<file path="config.mk">
export PLATFORM = sky130hd
export DESIGN_NAME = timing_relay
export DESIGN_NICKNAME = d
export VERILOG_FILES = /design/src/logic/timing_relay_pkg.sv /design/src/logic/timing_relay.sv
export SDC_FILE = /design/constraint.sdc
export NUM_CORES = 2
export LEC_CHECK = 0
export BUFFER_PORTS_ARGS = -buffer_cell sky130_fd_sc_hd__buf_2
export CAP_MARGIN = 40
export CORE_MARGIN = 2
export CORE_UTILIZATION = 55
export CTS_BUF_LIST = sky130_fd_sc_hd__clkbuf_16
export CTS_CLUSTER_DIAMETER = 80
export DETAILED_ROUTE_END_ITERATION = 16
export PLACE_DENSITY = 0.79
export SYNTH_ARGS = -nofsm -noshare
export SYNTH_HDL_FRONTEND = slang
export SYNTH_SLANG_ARGS = --single-unit
</file>
<file path="constraint.sdc">
create_clock -name hclk -period 120.7 [get_ports hclk]
set_clock_uncertainty 0.05 [all_clocks]
set_input_delay 12.07 -clock hclk [delete_from_list [all_inputs] [get_ports hclk]]
set_output_delay 12.07 -clock hclk [all_outputs]
set_load 0.01 [all_outputs]
</file>
<file path="src/logic/timing_relay_pkg.sv">
// Constants, field layouts and enumerations for the programmable timing relay.
package timing_relay_pkg;
   localparam logic [7:0] OFF_MODE = 8'h00;
   localparam logic [7:0] OFF_BASE = 8'h04;
   localparam logic [7:0] OFF_SP1 = 8'h08;
   localparam logic [7:0] OFF_SP2 = 8'h0C;
   localparam logic [7:0] OFF_SRC1 = 8'h10;
   localparam logic [7:0] OFF_SRC2 = 8'h14;
   localparam logic [7:0] OFF_CTRL = 8'h18;
   localparam logic [7:0] OFF_STATUS = 8'h1C;
   localparam logic [7:0] OFF_ACTUAL = 8'h20;
   localparam logic [7:0] OFF_RETAIN = 8'h24;
   localparam logic [7:0] OFF_ANALOG = 8'h28;
   localparam logic [7:0] OFF_EXTVAL = 8'h2C;
   localparam logic [7:0] OFF_EXTSEL = 8'h30;
   localparam int CTRL_RUN = 0;
   localparam int CTRL_TRIGGER = 1;
   localparam int CTRL_HOLD = 2;
   localparam int CTRL_CLEAR = 3;
   localparam int STAT_CONTACT = 0;
   localparam int STAT_TIMING = 1;
   localparam logic [3:0] MODE_ON = 4'h0;
   localparam logic [3:0] MODE_ON_RND = 4'h1;
   localparam logic [3:0] MODE_OFF = 4'h2;
   localparam logic [3:0] MODE_OFF_RND = 4'h3;
   localparam logic [3:0] MODE_ONOFF = 4'h4;
   localparam logic [3:0] MODE_ONOFF_RND = 4'h5;
   localparam logic [3:0] MODE_PULSE = 4'h6;
   localparam logic [3:0] MODE_FLASH_SYM = 4'h7;
   localparam logic [3:0] MODE_FLASH_ASYM = 4'h8;
   localparam logic [1:0] BASE_S = 2'h0;
   localparam logic [1:0] BASE_MS = 2'h1;
   localparam logic [1:0] BASE_HM = 2'h2;
   // Source select: 0 constant, 1..4 analog a..d, 5 timer value, 6 counter value.
   localparam logic [2:0] SRC_CONST = 3'h0;
   localparam logic [2:0] SRC_TIMER = 3'h5;
   localparam logic [2:0] SRC_COUNTER = 3'h6;
   localparam logic [16:0] MAX_S = 17'd99999;
   localparam logic [16:0] MAX_MINSEC = 17'd5999;
   localparam logic [16:0] MAX_HOURMIN = 17'd5999;
   localparam logic [16:0] SCALE_S = 17'd10;
   localparam logic [16:0] SIXTY = 17'd60;
   localparam int CLK_MHZ = 100;
   localparam int TICK_MS = 1;
   localparam int TICK_CYCLES = TICK_MS * CLK_MHZ * 1000;
   localparam logic [15:0] LFSR_SEED = 16'hACE1;
   localparam logic [31:0] RETAIN_MASK = 32'h0000_F0C0;
endpackage

</file>
<file path="src/logic/timing_relay.sv">
// Programmable timing relay with an AHB-Lite register slave.
//
// Function
// - Each setpoint selects a constant, four analog inputs, any timer or counter value; both of the last read the one OFF_EXTVAL register.
// - Nine modes: on, off, on/off delay with random variants, pulse, two flashes.
// - Seconds base spans 0 to 99.999 s in 1 ms steps.
// - Minutes-seconds base spans to 99:59 in 1 s steps.
// - Hours-minutes base spans to 99:59 in 1 min steps.
// - Expiry is only detected at a scan cycle boundary.
// - A variable source above the base maximum is clamped to that maximum.
// - Seconds base: variable value times ten gives milliseconds.
// - Minutes-seconds base: value over sixty gives minutes, remainder seconds.
// - Hours-minutes base: value over sixty gives hours, remainder minutes.
// - Only relays 7, 8 and 13 to 16 may be retentive, chosen by setting.
// - A retentive relay keeps its value over stop and resumes on run.
// - On-delay closes after the setpoint with trigger held; early drop abandons it.
// - Hold freezes timing; in on-delay hold does nothing after expiry.
// - On-delay clear zeroes time, opens contact; held trigger restarts timing after.
// - Off-delay follows trigger on, times after release, then opens.
// - Off-delay clear opens the contact even while timing; normal afterwards.
// - Off-delay retrigger during timing clears elapsed time for a full run.
// - Random variants switch after a random time within the setpoint.
`timescale 1ns/1ps
`default_nettype none
module timing_relay #(
   parameter int RELAY_INDEX = 7,
   parameter int SCAN_CYCLES = timing_relay_pkg::TICK_CYCLES
) (
   input wire logic hclk,
   input wire logic hresetn,
   input wire logic hsel,
   input wire logic [31:0] haddr,
   input wire logic [1:0] htrans,
   input wire logic hwrite,
   input wire logic [2:0] hsize,
   input wire logic [31:0] hwdata,
   input wire logic hready,
   output logic [31:0] hrdata,
   output logic hreadyout,
   output logic hresp,
   output logic contact
);
   import timing_relay_pkg::*;

   typedef enum logic [1:0] {IDLE, PHASE1, PHASE2, DONE} phase_e;

   logic [3:0] mode;
   logic [1:0] base;
   logic [16:0] sp_const1, sp_const2;
   logic [2:0] src1, src2;
   logic [3:0] ctrl;
   logic retain_en;
   logic [63:0] analog;
   logic [15:0] ext_value;
   logic [16:0] actual;
   logic [16:0] target;
   logic [15:0] lfsr;
   logic [31:0] scan_cnt;
   logic [15:0] unit_cnt;
   logic scan_tick;
   logic tick;
   phase_e phase;
   logic wr_pend;
   logic [7:0] wr_addr;
   logic [31:0] rd_word;

   // Bus decode: the slave is always ready, so one address phase is one transfer.
   wire bus_go = hsel & htrans[1] & hready;
   wire [7:0] word_addr = {haddr[7:2], 2'b00};
   wire run = ctrl[CTRL_RUN];
   wire trig = ctrl[CTRL_TRIGGER];
   wire hold = ctrl[CTRL_HOLD];
   wire clear = ctrl[CTRL_CLEAR];
   wire retentive = retain_en & RETAIN_MASK[RELAY_INDEX - 1];
   wire is_random = (mode == MODE_ON_RND) | (mode == MODE_OFF_RND) | (mode == MODE_ONOFF_RND);
   wire is_off = (mode == MODE_OFF) | (mode == MODE_OFF_RND);
   wire is_onoff = (mode == MODE_ONOFF) | (mode == MODE_ONOFF_RND);
   wire is_on = (mode == MODE_ON) | (mode == MODE_ON_RND);
   wire two_sp = (mode == MODE_ONOFF) | (mode == MODE_ONOFF_RND) | (mode == MODE_FLASH_SYM) |
                 (mode == MODE_FLASH_ASYM);

   // Variable source selection and conversion to the base's units.
   function automatic logic [16:0] pick(input logic [2:0] src, input logic [16:0] k, input logic [1:0] b,
                                        input logic [63:0] an, input logic [15:0] ev);
      logic [15:0] raw;
      logic [19:0] conv;
      logic [16:0] max;
      raw = 16'h0000;
      unique case (src)
         3'h1: raw = an[15:0];
         3'h2: raw = an[31:16];
         3'h3: raw = an[47:32];
         3'h4: raw = an[63:48];
         SRC_TIMER, SRC_COUNTER: raw = ev;
         default: raw = 16'h0000;
      endcase
      unique case (b)
         BASE_S: max = MAX_S;
         BASE_MS: max = MAX_MINSEC;
         default: max = MAX_HOURMIN;
      endcase
      // Holding the value in units of the finer field keeps minutes and seconds as quotient and remainder.
      // The product stays wide so that a large source is clamped rather than wrapped.
      if (b == BASE_S) begin
         conv = {4'h0, raw} * {3'h0, SCALE_S};
      end else begin
         conv = {4'h0, raw};
      end
      if (src == SRC_CONST) begin
         conv = {3'h0, k};
      end
      pick = (conv > {3'h0, max}) ? max : conv[16:0];
   endfunction

   wire [16:0] sp1 = pick(src1, sp_const1, base, analog, ext_value);
   wire [16:0] sp2 = (mode == MODE_FLASH_SYM) ? sp1 : pick(src2, sp_const2, base, analog, ext_value);
   // One scan unit per tick: ms, s or min depending on base.
   wire [15:0] unit_len = (base == BASE_S) ? 16'h0001 : ((base == BASE_MS) ? 16'h03E8 : 16'hEA60);
   wire [16:0] rnd_sp1 = (sp1 == 17'd0) ? 17'd0 : 17'({1'b0, lfsr} % {15'd0, sp1 + 17'd1});
   wire [16:0] rnd_sp2 = (sp2 == 17'd0) ? 17'd0 : 17'({1'b0, lfsr} % {15'd0, sp2 + 17'd1});
   wire [16:0] start1 = is_random ? rnd_sp1 : sp1;
   wire [16:0] start2 = is_random ? rnd_sp2 : sp2;
   wire expired = (actual >= target);

   // The scan pulse comes first, so the hour base never needs a cycle count beyond 32 bits.
   always_ff @(posedge hclk or negedge hresetn) begin
      if (!hresetn) begin
         scan_cnt <= 32'h0000_0000;
         scan_tick <= 1'b0;
      end else if (scan_cnt + 32'd1 >= 32'(SCAN_CYCLES)) begin
         scan_cnt <= 32'h0000_0000;
         scan_tick <= 1'b1;
      end else begin
         scan_cnt <= scan_cnt + 32'd1;
         scan_tick <= 1'b0;
      end
   end

   always_ff @(posedge hclk or negedge hresetn) begin
      if (!hresetn) begin
         unit_cnt <= 16'h0000;
         tick <= 1'b0;
      end else if (scan_tick & (unit_cnt + 16'd1 >= unit_len)) begin
         unit_cnt <= 16'h0000;
         tick <= 1'b1;
      end else begin
         unit_cnt <= unit_cnt + {15'h0, scan_tick};
         tick <= 1'b0;
      end
   end

   always_ff @(posedge hclk or negedge hresetn) begin
      if (!hresetn) begin
         lfsr <= LFSR_SEED;
      end else begin
         lfsr <= {lfsr[14:0], lfsr[15] ^ lfsr[13] ^ lfsr[12] ^ lfsr[10]};
      end
   end

   // Bus write path, registered in the data phase.
   always_ff @(posedge hclk or negedge hresetn) begin
      if (!hresetn) begin
         wr_pend <= 1'b0;
         wr_addr <= 8'h00;
      end else begin
         wr_pend <= bus_go & hwrite;
         wr_addr <= word_addr;
      end
   end

   always_ff @(posedge hclk or negedge hresetn) begin
      if (!hresetn) begin
         mode <= MODE_ON;
         base <= BASE_S;
         sp_const1 <= 17'd0;
         sp_const2 <= 17'd0;
         src1 <= SRC_CONST;
         src2 <= SRC_CONST;
         ctrl <= 4'h0;
         retain_en <= 1'b0;
         analog <= 64'h0;
         ext_value <= 16'h0000;
      end else if (wr_pend) begin
         unique case (wr_addr)
            OFF_MODE: mode <= hwdata[3:0];
            OFF_BASE: base <= hwdata[1:0];
            OFF_SP1: sp_const1 <= hwdata[16:0];
            OFF_SP2: sp_const2 <= hwdata[16:0];
            OFF_SRC1: src1 <= hwdata[2:0];
            OFF_SRC2: src2 <= hwdata[2:0];
            OFF_CTRL: ctrl <= hwdata[3:0];
            OFF_RETAIN: retain_en <= hwdata[0];
            OFF_ANALOG: analog <= {analog[47:0], hwdata[15:0]};
            OFF_EXTVAL: ext_value <= hwdata[15:0];
            default: ;
         endcase
      end
   end

   // Timing engine: advances only on the base unit tick.
   always_ff @(posedge hclk or negedge hresetn) begin
      if (!hresetn) begin
         phase <= IDLE;
         actual <= 17'd0;
         target <= 17'd0;
         contact <= 1'b0;
      end else if (tick) begin
         if (!run) begin
            // Stop mode: retentive relays keep their value, others drop it.
            contact <= 1'b0;
            if (!retentive) begin
               actual <= 17'd0;
               phase <= IDLE;
            end
         end else if (clear) begin
            actual <= 17'd0;
            phase <= IDLE;
            contact <= 1'b0;
         end else begin
            unique case (phase)
               IDLE: begin
                  if (trig & !is_off) begin
                     phase <= PHASE1;
                     target <= start1;
                     contact <= (mode == MODE_PULSE) | (mode == MODE_FLASH_SYM) | (mode == MODE_FLASH_ASYM);
                  end else if (trig) begin
                     contact <= 1'b1;
                     phase <= DONE;
                  end
               end
               PHASE1: begin
                  if (!trig & (is_on | mode == MODE_ONOFF | mode == MODE_ONOFF_RND |
                               mode == MODE_FLASH_SYM | mode == MODE_FLASH_ASYM)) begin
                     phase <= IDLE;
                     actual <= 17'd0;
                     contact <= 1'b0;
                  end else if (hold) begin
                     actual <= actual;
                  end else if (expired) begin
                     actual <= 17'd0;
                     if (mode == MODE_PULSE) begin
                        contact <= 1'b0;
                        phase <= DONE;
                     end else if (two_sp & (mode != MODE_ONOFF) & (mode != MODE_ONOFF_RND)) begin
                        contact <= 1'b0;
                        phase <= PHASE2;
                        target <= start2;
                     end else begin
                        contact <= 1'b1;
                        phase <= DONE;
                     end
                  end else begin
                     actual <= actual + 17'd1;
                  end
               end
               PHASE2: begin
                  if (!trig & !is_off & !is_onoff) begin
                     phase <= IDLE;
                     actual <= 17'd0;
                     contact <= 1'b0;
                  end else if ((is_off | is_onoff) & trig) begin
                     actual <= 17'd0;
                     phase <= DONE;
                  end else if (hold) begin
                     actual <= actual;
                  end else if (expired) begin
                     actual <= 17'd0;
                     if (is_off | mode == MODE_ONOFF | mode == MODE_ONOFF_RND) begin
                        contact <= 1'b0;
                        phase <= IDLE;
                     end else begin
                        contact <= 1'b1;
                        phase <= PHASE1;
                        target <= start1;
                     end
                  end else begin
                     actual <= actual + 17'd1;
                  end
               end
               DONE: begin
                  // Hold has no effect while the on-delay contact stands.
                  if (!trig & !is_on) begin
                     phase <= PHASE2;
                     target <= start2;
                     actual <= 17'd0;
                     if (is_off) begin
                        target <= start1;
                     end
                  end else if (!trig) begin
                     phase <= IDLE;
                     contact <= 1'b0;
                  end
               end
               default: phase <= IDLE;
            endcase
         end
      end
   end

   assign rd_word = (word_addr == OFF_MODE) ? {28'h0, mode} :
                    (word_addr == OFF_BASE) ? {30'h0, base} :
                    (word_addr == OFF_SP1) ? {15'h0, sp_const1} :
                    (word_addr == OFF_SP2) ? {15'h0, sp_const2} :
                    (word_addr == OFF_SRC1) ? {29'h0, src1} :
                    (word_addr == OFF_SRC2) ? {29'h0, src2} :
                    (word_addr == OFF_CTRL) ? {28'h0, ctrl} :
                    (word_addr == OFF_STATUS) ? {30'h0, phase != IDLE, contact} :
                    (word_addr == OFF_ACTUAL) ? {15'h0, actual} :
                    (word_addr == OFF_RETAIN) ? {30'h0, retentive, retain_en} :
                    (word_addr == OFF_EXTVAL) ? {16'h0, ext_value} :
                    32'h0000_0000;

   always_ff @(posedge hclk or negedge hresetn) begin
      if (!hresetn) begin
         hrdata <= 32'h0000_0000;
      end else if (bus_go & !hwrite) begin
         hrdata <= rd_word;
      end
   end

   always_ff @(posedge hclk or negedge hresetn) begin
      if (!hresetn) begin
         hreadyout <= 1'b1;
         hresp <= 1'b0;
      end else begin
         hreadyout <= 1'b1;
         hresp <= 1'b0;
      end
   end
endmodule
`default_nettype wire

</file>
==> summary.json <==
{
  "synthToLayoutAreaGrowth": {"value": 7.70, "unit": "%"},
  "detailroute.via_count": {"value": 66100},
  "numnets_final": {"value": 9406},
  "endpoint_kind": {"value": "register"},
  "clockBufferDepth": {"value": 3},
  "fmax": {"value": 8.79, "unit": "MHz"},
  "critPathSlowestCell": {"value": "sky130_fd_sc_hd__o211ai_1"},
  "crit_path_max_fanout": {"value": 38},
  "async_reset_ff_frac": {"value": 1.00},
  "drt_iter0_markers": {"value": 5608},
  "num_antenna_cells": {"value": 0},
  "placeableCoreArea": {"value": 114000, "unit": "µm²"},
  "synth-edff-count": {"value": 0},
  "critPathLaunchType": {"value": "register"},
  "routed_via_density": {"value": 6.65},
  "post_route_standard_cell_area_excluding_fillers": {"value": 67800, "unit": "µm²"},
  "drive_above_1_share": {"value": 0.136},
  "path_buf_inv": {"value": 25},
  "initial_utilization": {"value": 0.553},
  "clk_transition_reported_paths": {"value": 0.07, "unit": "ns"},
  "yosys_warnings": {"value": 0},
  "min_period_over_period": {"value": 0.943},
  "slowest_stage_delay_cp": {"value": 0.74, "unit": "ns"},
  "arrival": {"value": 114.21, "unit": "ns"},
  "die_area": {"value": 117000, "unit": "µm²"},
  "slew_headroom": {"value": 0.259},
  "yosys.area.top_type_share": {"value": 0.182},
  "area_of_the_mapped_netlist": {"value": 62900, "unit": "µm²"},
  "initial_antenna_violation_count": {"value": 0},
  "main_synth_ff_type": {"value": "sky130_fd_sc_hd__dfrtp_1"},
  "timing.reg2reg.setup_slack": {"value": 6.88, "unit": "ns"},
  "hold-path-endpoint": {"value": "lfsr[1]"},
  "synth_area_per_inst": {"value": 7.52, "unit": "µm²"},
  "remaining_antenna_violation_count_after_routing": {"value": 0},
  "detail_route.wl_per_cell": {"value": 19.8, "unit": "µm"},
  "worst_r2r_path_depth": {"value": 570},
  "drv.max_cap_violation_count": {"value": 0},
  "detailedPlacementHpwl": {"value": 152000, "unit": "µm"},
  "critical_r2r_launch": {"value": "src1[0]"},
  "hold_buffers": {"value": 0},
  "critical_path.reg2reg.endpoint": {"value": "target[14]"},
  "worst_slew_pin_slew": {"value": 1.10, "unit": "ns"},
  "grt_util_all_layers": {"value": 0.318},
  "report.final.slew_viol_count": {"value": 0},
  "cts_tree": {"value": "built"},
  "first_global_vias": {"value": 62000},
  "netlist_top_cells_area": {"value": "sky130_fd_sc_hd__ha_1 (18%), sky130_fd_sc_hd__dfrtp_1 (9.9%), sky130_fd_sc_hd__o21a_1 (6.5%), sky130_fd_sc_hd__mux2_2 (5.6%), sky130_fd_sc_hd__nor2_1 (5.0%)"},
  "route.final.wire_length": {"value": 197000, "unit": "µm"},
  "post_synthesis_instance_total": {"value": 8365},
  "io_pins": {"value": 109},
  "finalSetupViolCount": {"value": 0},
  "worstHoldStart": {"value": "lfsr[0]"},
  "die_width": {"value": 342, "unit": "µm"},
  "hold_path.class": {"value": "reg -> reg"},
  "timing.critical_path.max_delay_family": {"value": "compound AO/OA/AOI/OAI gates"},
  "placement.cell_area": {"value": 65300, "unit": "µm²"},
  "grt_remaining_overflow": {"value": 0},
  "drt_pre_antenna_iters": {"value": 6},
  "synthDominantAreaCellType": {"value": "sky130_fd_sc_hd__ha_1"},
  "htreeDepth": {"value": 1},
  "die-height": {"value": 342, "unit": "µm"},
  "timing_hold_violations_final": {"value": 0},
  "wire_length_of_the_first_global_routing_pass": {"value": 313000, "unit": "µm"},
  "numPortBuffers": {"value": 46},
  "min_period": {"value": 113.82, "unit": "ns"},
  "remaining_drc_errors": {"value": 0},
  "critPathKind": {"value": "reg -> reg"},
  "cpMostUsedCell": {"value": "sky130_fd_sc_hd__o21a_1"},
  "globalplace.congestion": {"value": 0.979},
  "hold_depth": {"value": 0},
  "ys_ff_latch": {"value": 258},
  "clkSinkCount": {"value": 258},
  "grt_max_degree": {"value": 107},
  "required": {"value": 121.08, "unit": "ns"},
  "floorplan.rows": {"value": 124},
  "dp.cells": {"value": 9835},
  "tritoncts.num_buffers": {"value": 28},
  "synth.yosys.seq_area_share": {"value": 0.103},
  "final-instance-count-excl-fill": {"value": 9946},
  "clock_tree.root_cell": {"value": "sky130_fd_sc_hd__clkbuf_16"},
  "worst_skew_pair.late_latency": {"value": 0.60, "unit": "ns"},
  "netlist-cell-type-count": {"value": 147},
  "run_status": {"value": "complete, no violations"}
}
-- final cells by class --
cell class	instances	area, µm²
multi-input cells	7680	55800
well taps	1512	1890
inverters	188	706
clock buffers	28	701
flip-flops and latches	258	6490
clock inverters	23	263
fillers	10200	46100
repair buffers	257	1950
-- how the worst max path moves through the flow --
stage	slack [ns]	cells past startpoint	from	endpoint
floorplan	8.39	598	src2[1]	target[7]
global placement	2.38	524	src1[0]	target[14]
detailed placement	-0.13	566	src1[0]	target[7]
CTS	0.02	563	src2[0]	target[7]
global route	-0.13	534	src1[0]	target[15]
finish	6.88	570	src1[0]	target[14]
-- registers in the layout, indices dropped and copies added (netlist names), 2 cells and up --
register and cells:
mode 4, actual 17, sp_const1 17, lfsr 16
ext_value 16, target 17, phase 2, sp_const2 17
scan_cnt 32, base 2, hrdata 17, analog 64
unit_cnt 16, src1 3, ctrl 4, src2 3
wr_addr 6
-- through the flow --
stage	hold slack [ns]	setup WS (ns)	util	setup TNS, ns
floorplan	0.329	8.39	-	0
global placement	0.359	2.38	0.572	0
finish	0.374	6.88	0.595	0
global route	0.379	-0.129	0.595	-0.963
detailed placement	0.363	-0.133	0.574	-1.19
CTS	0.372	0.0180	0.582	0
-- Yosys cell counts (all sizes together) (32+ instances only) --
cell type / n
and4: 32
nand4: 83
nor4: 56
xnor2: 252
and2: 94
and3: 101
o31ai: 225
buf: 104
a221oi: 60
a211oi: 56
o211ai: 65
a21oi: 482
or2: 134
a21o: 196
o22ai: 42
a31oi: 78
mux2i: 95
nor3: 613
nand3: 174
or3: 99
dfrtp: 250
ha: 915
o21ai: 395
nand2b: 81
inv: 187
a22oi: 38
xor2: 141
clkbuf: 197
nor2b: 97
o21a: 543
nor2: 841
nand2: 738
mux2: 330
-- cell usage in the layout, fill, tap and decap left out, types with 37 or more instances in the layout --
master	count
sky130_fd_sc_hd__nor2b_1	84
sky130_fd_sc_hd__o21a_1	542
sky130_fd_sc_hd__and3_1	99
sky130_fd_sc_hd__xnor2_1	241
sky130_fd_sc_hd__mux2i_1	89
sky130_fd_sc_hd__xor2_1	137
sky130_fd_sc_hd__nand3_1	163
sky130_fd_sc_hd__dfrtp_1	244
sky130_fd_sc_hd__o211ai_1	63
sky130_fd_sc_hd__a21oi_2	37
sky130_fd_sc_hd__inv_1	183
sky130_fd_sc_hd__nor2_1	813
sky130_fd_sc_hd__or3_1	92
sky130_fd_sc_hd__a21oi_1	435
sky130_fd_sc_hd__a21o_1	194
sky130_fd_sc_hd__a211oi_1	43
sky130_fd_sc_hd__a221oi_1	45
sky130_fd_sc_hd__nand4_1	80
sky130_fd_sc_hd__a22oi_1	38
sky130_fd_sc_hd__nor3_1	589
sky130_fd_sc_hd__o21ai_1	44
sky130_fd_sc_hd__buf_4	189
sky130_fd_sc_hd__o31ai_1	218
sky130_fd_sc_hd__o21ai_0	339
sky130_fd_sc_hd__nor4_1	41
sky130_fd_sc_hd__o22ai_1	40
sky130_fd_sc_hd__or2_2	123
sky130_fd_sc_hd__and2_1	88
sky130_fd_sc_hd__nand2b_1	78
sky130_fd_sc_hd__mux2_2	315
sky130_fd_sc_hd__conb_1	63
sky130_fd_sc_hd__ha_1	913
sky130_fd_sc_hd__buf_2	49
sky130_fd_sc_hd__a31oi_1	66
sky130_fd_sc_hd__nand2_1	719
-- routing by layer --
metal	GRT usage	share of wire
met5	0	0
met4	0.118	0.040
met3	0.0370	0.070
met2	0.535	0.46
met1	0.416	0.43
-- logic make-up after synthesis --
logic type               share of synthesized area
buffers and inverters                       0.0327
AND/OR/NAND/NOR                              0.258
XOR/XNOR                                    0.0554
other                                     0.000119
adder cells (fa/ha/maj)                      0.183
flip-flops                                   0.103
multiplexers                                0.0744
AO/OA/AOI/OAI                                0.293
-- repair_timing --
action	in CTS	in global routing
buffers inserted	0	59
resized for setup	5	238
cloned	0	1
setup endpoints to repair	17	17
pin swaps	0	24
Power is not shown: default switching activity piles up to over one toggle a cycle in this logic, so the estimate is an artifact.
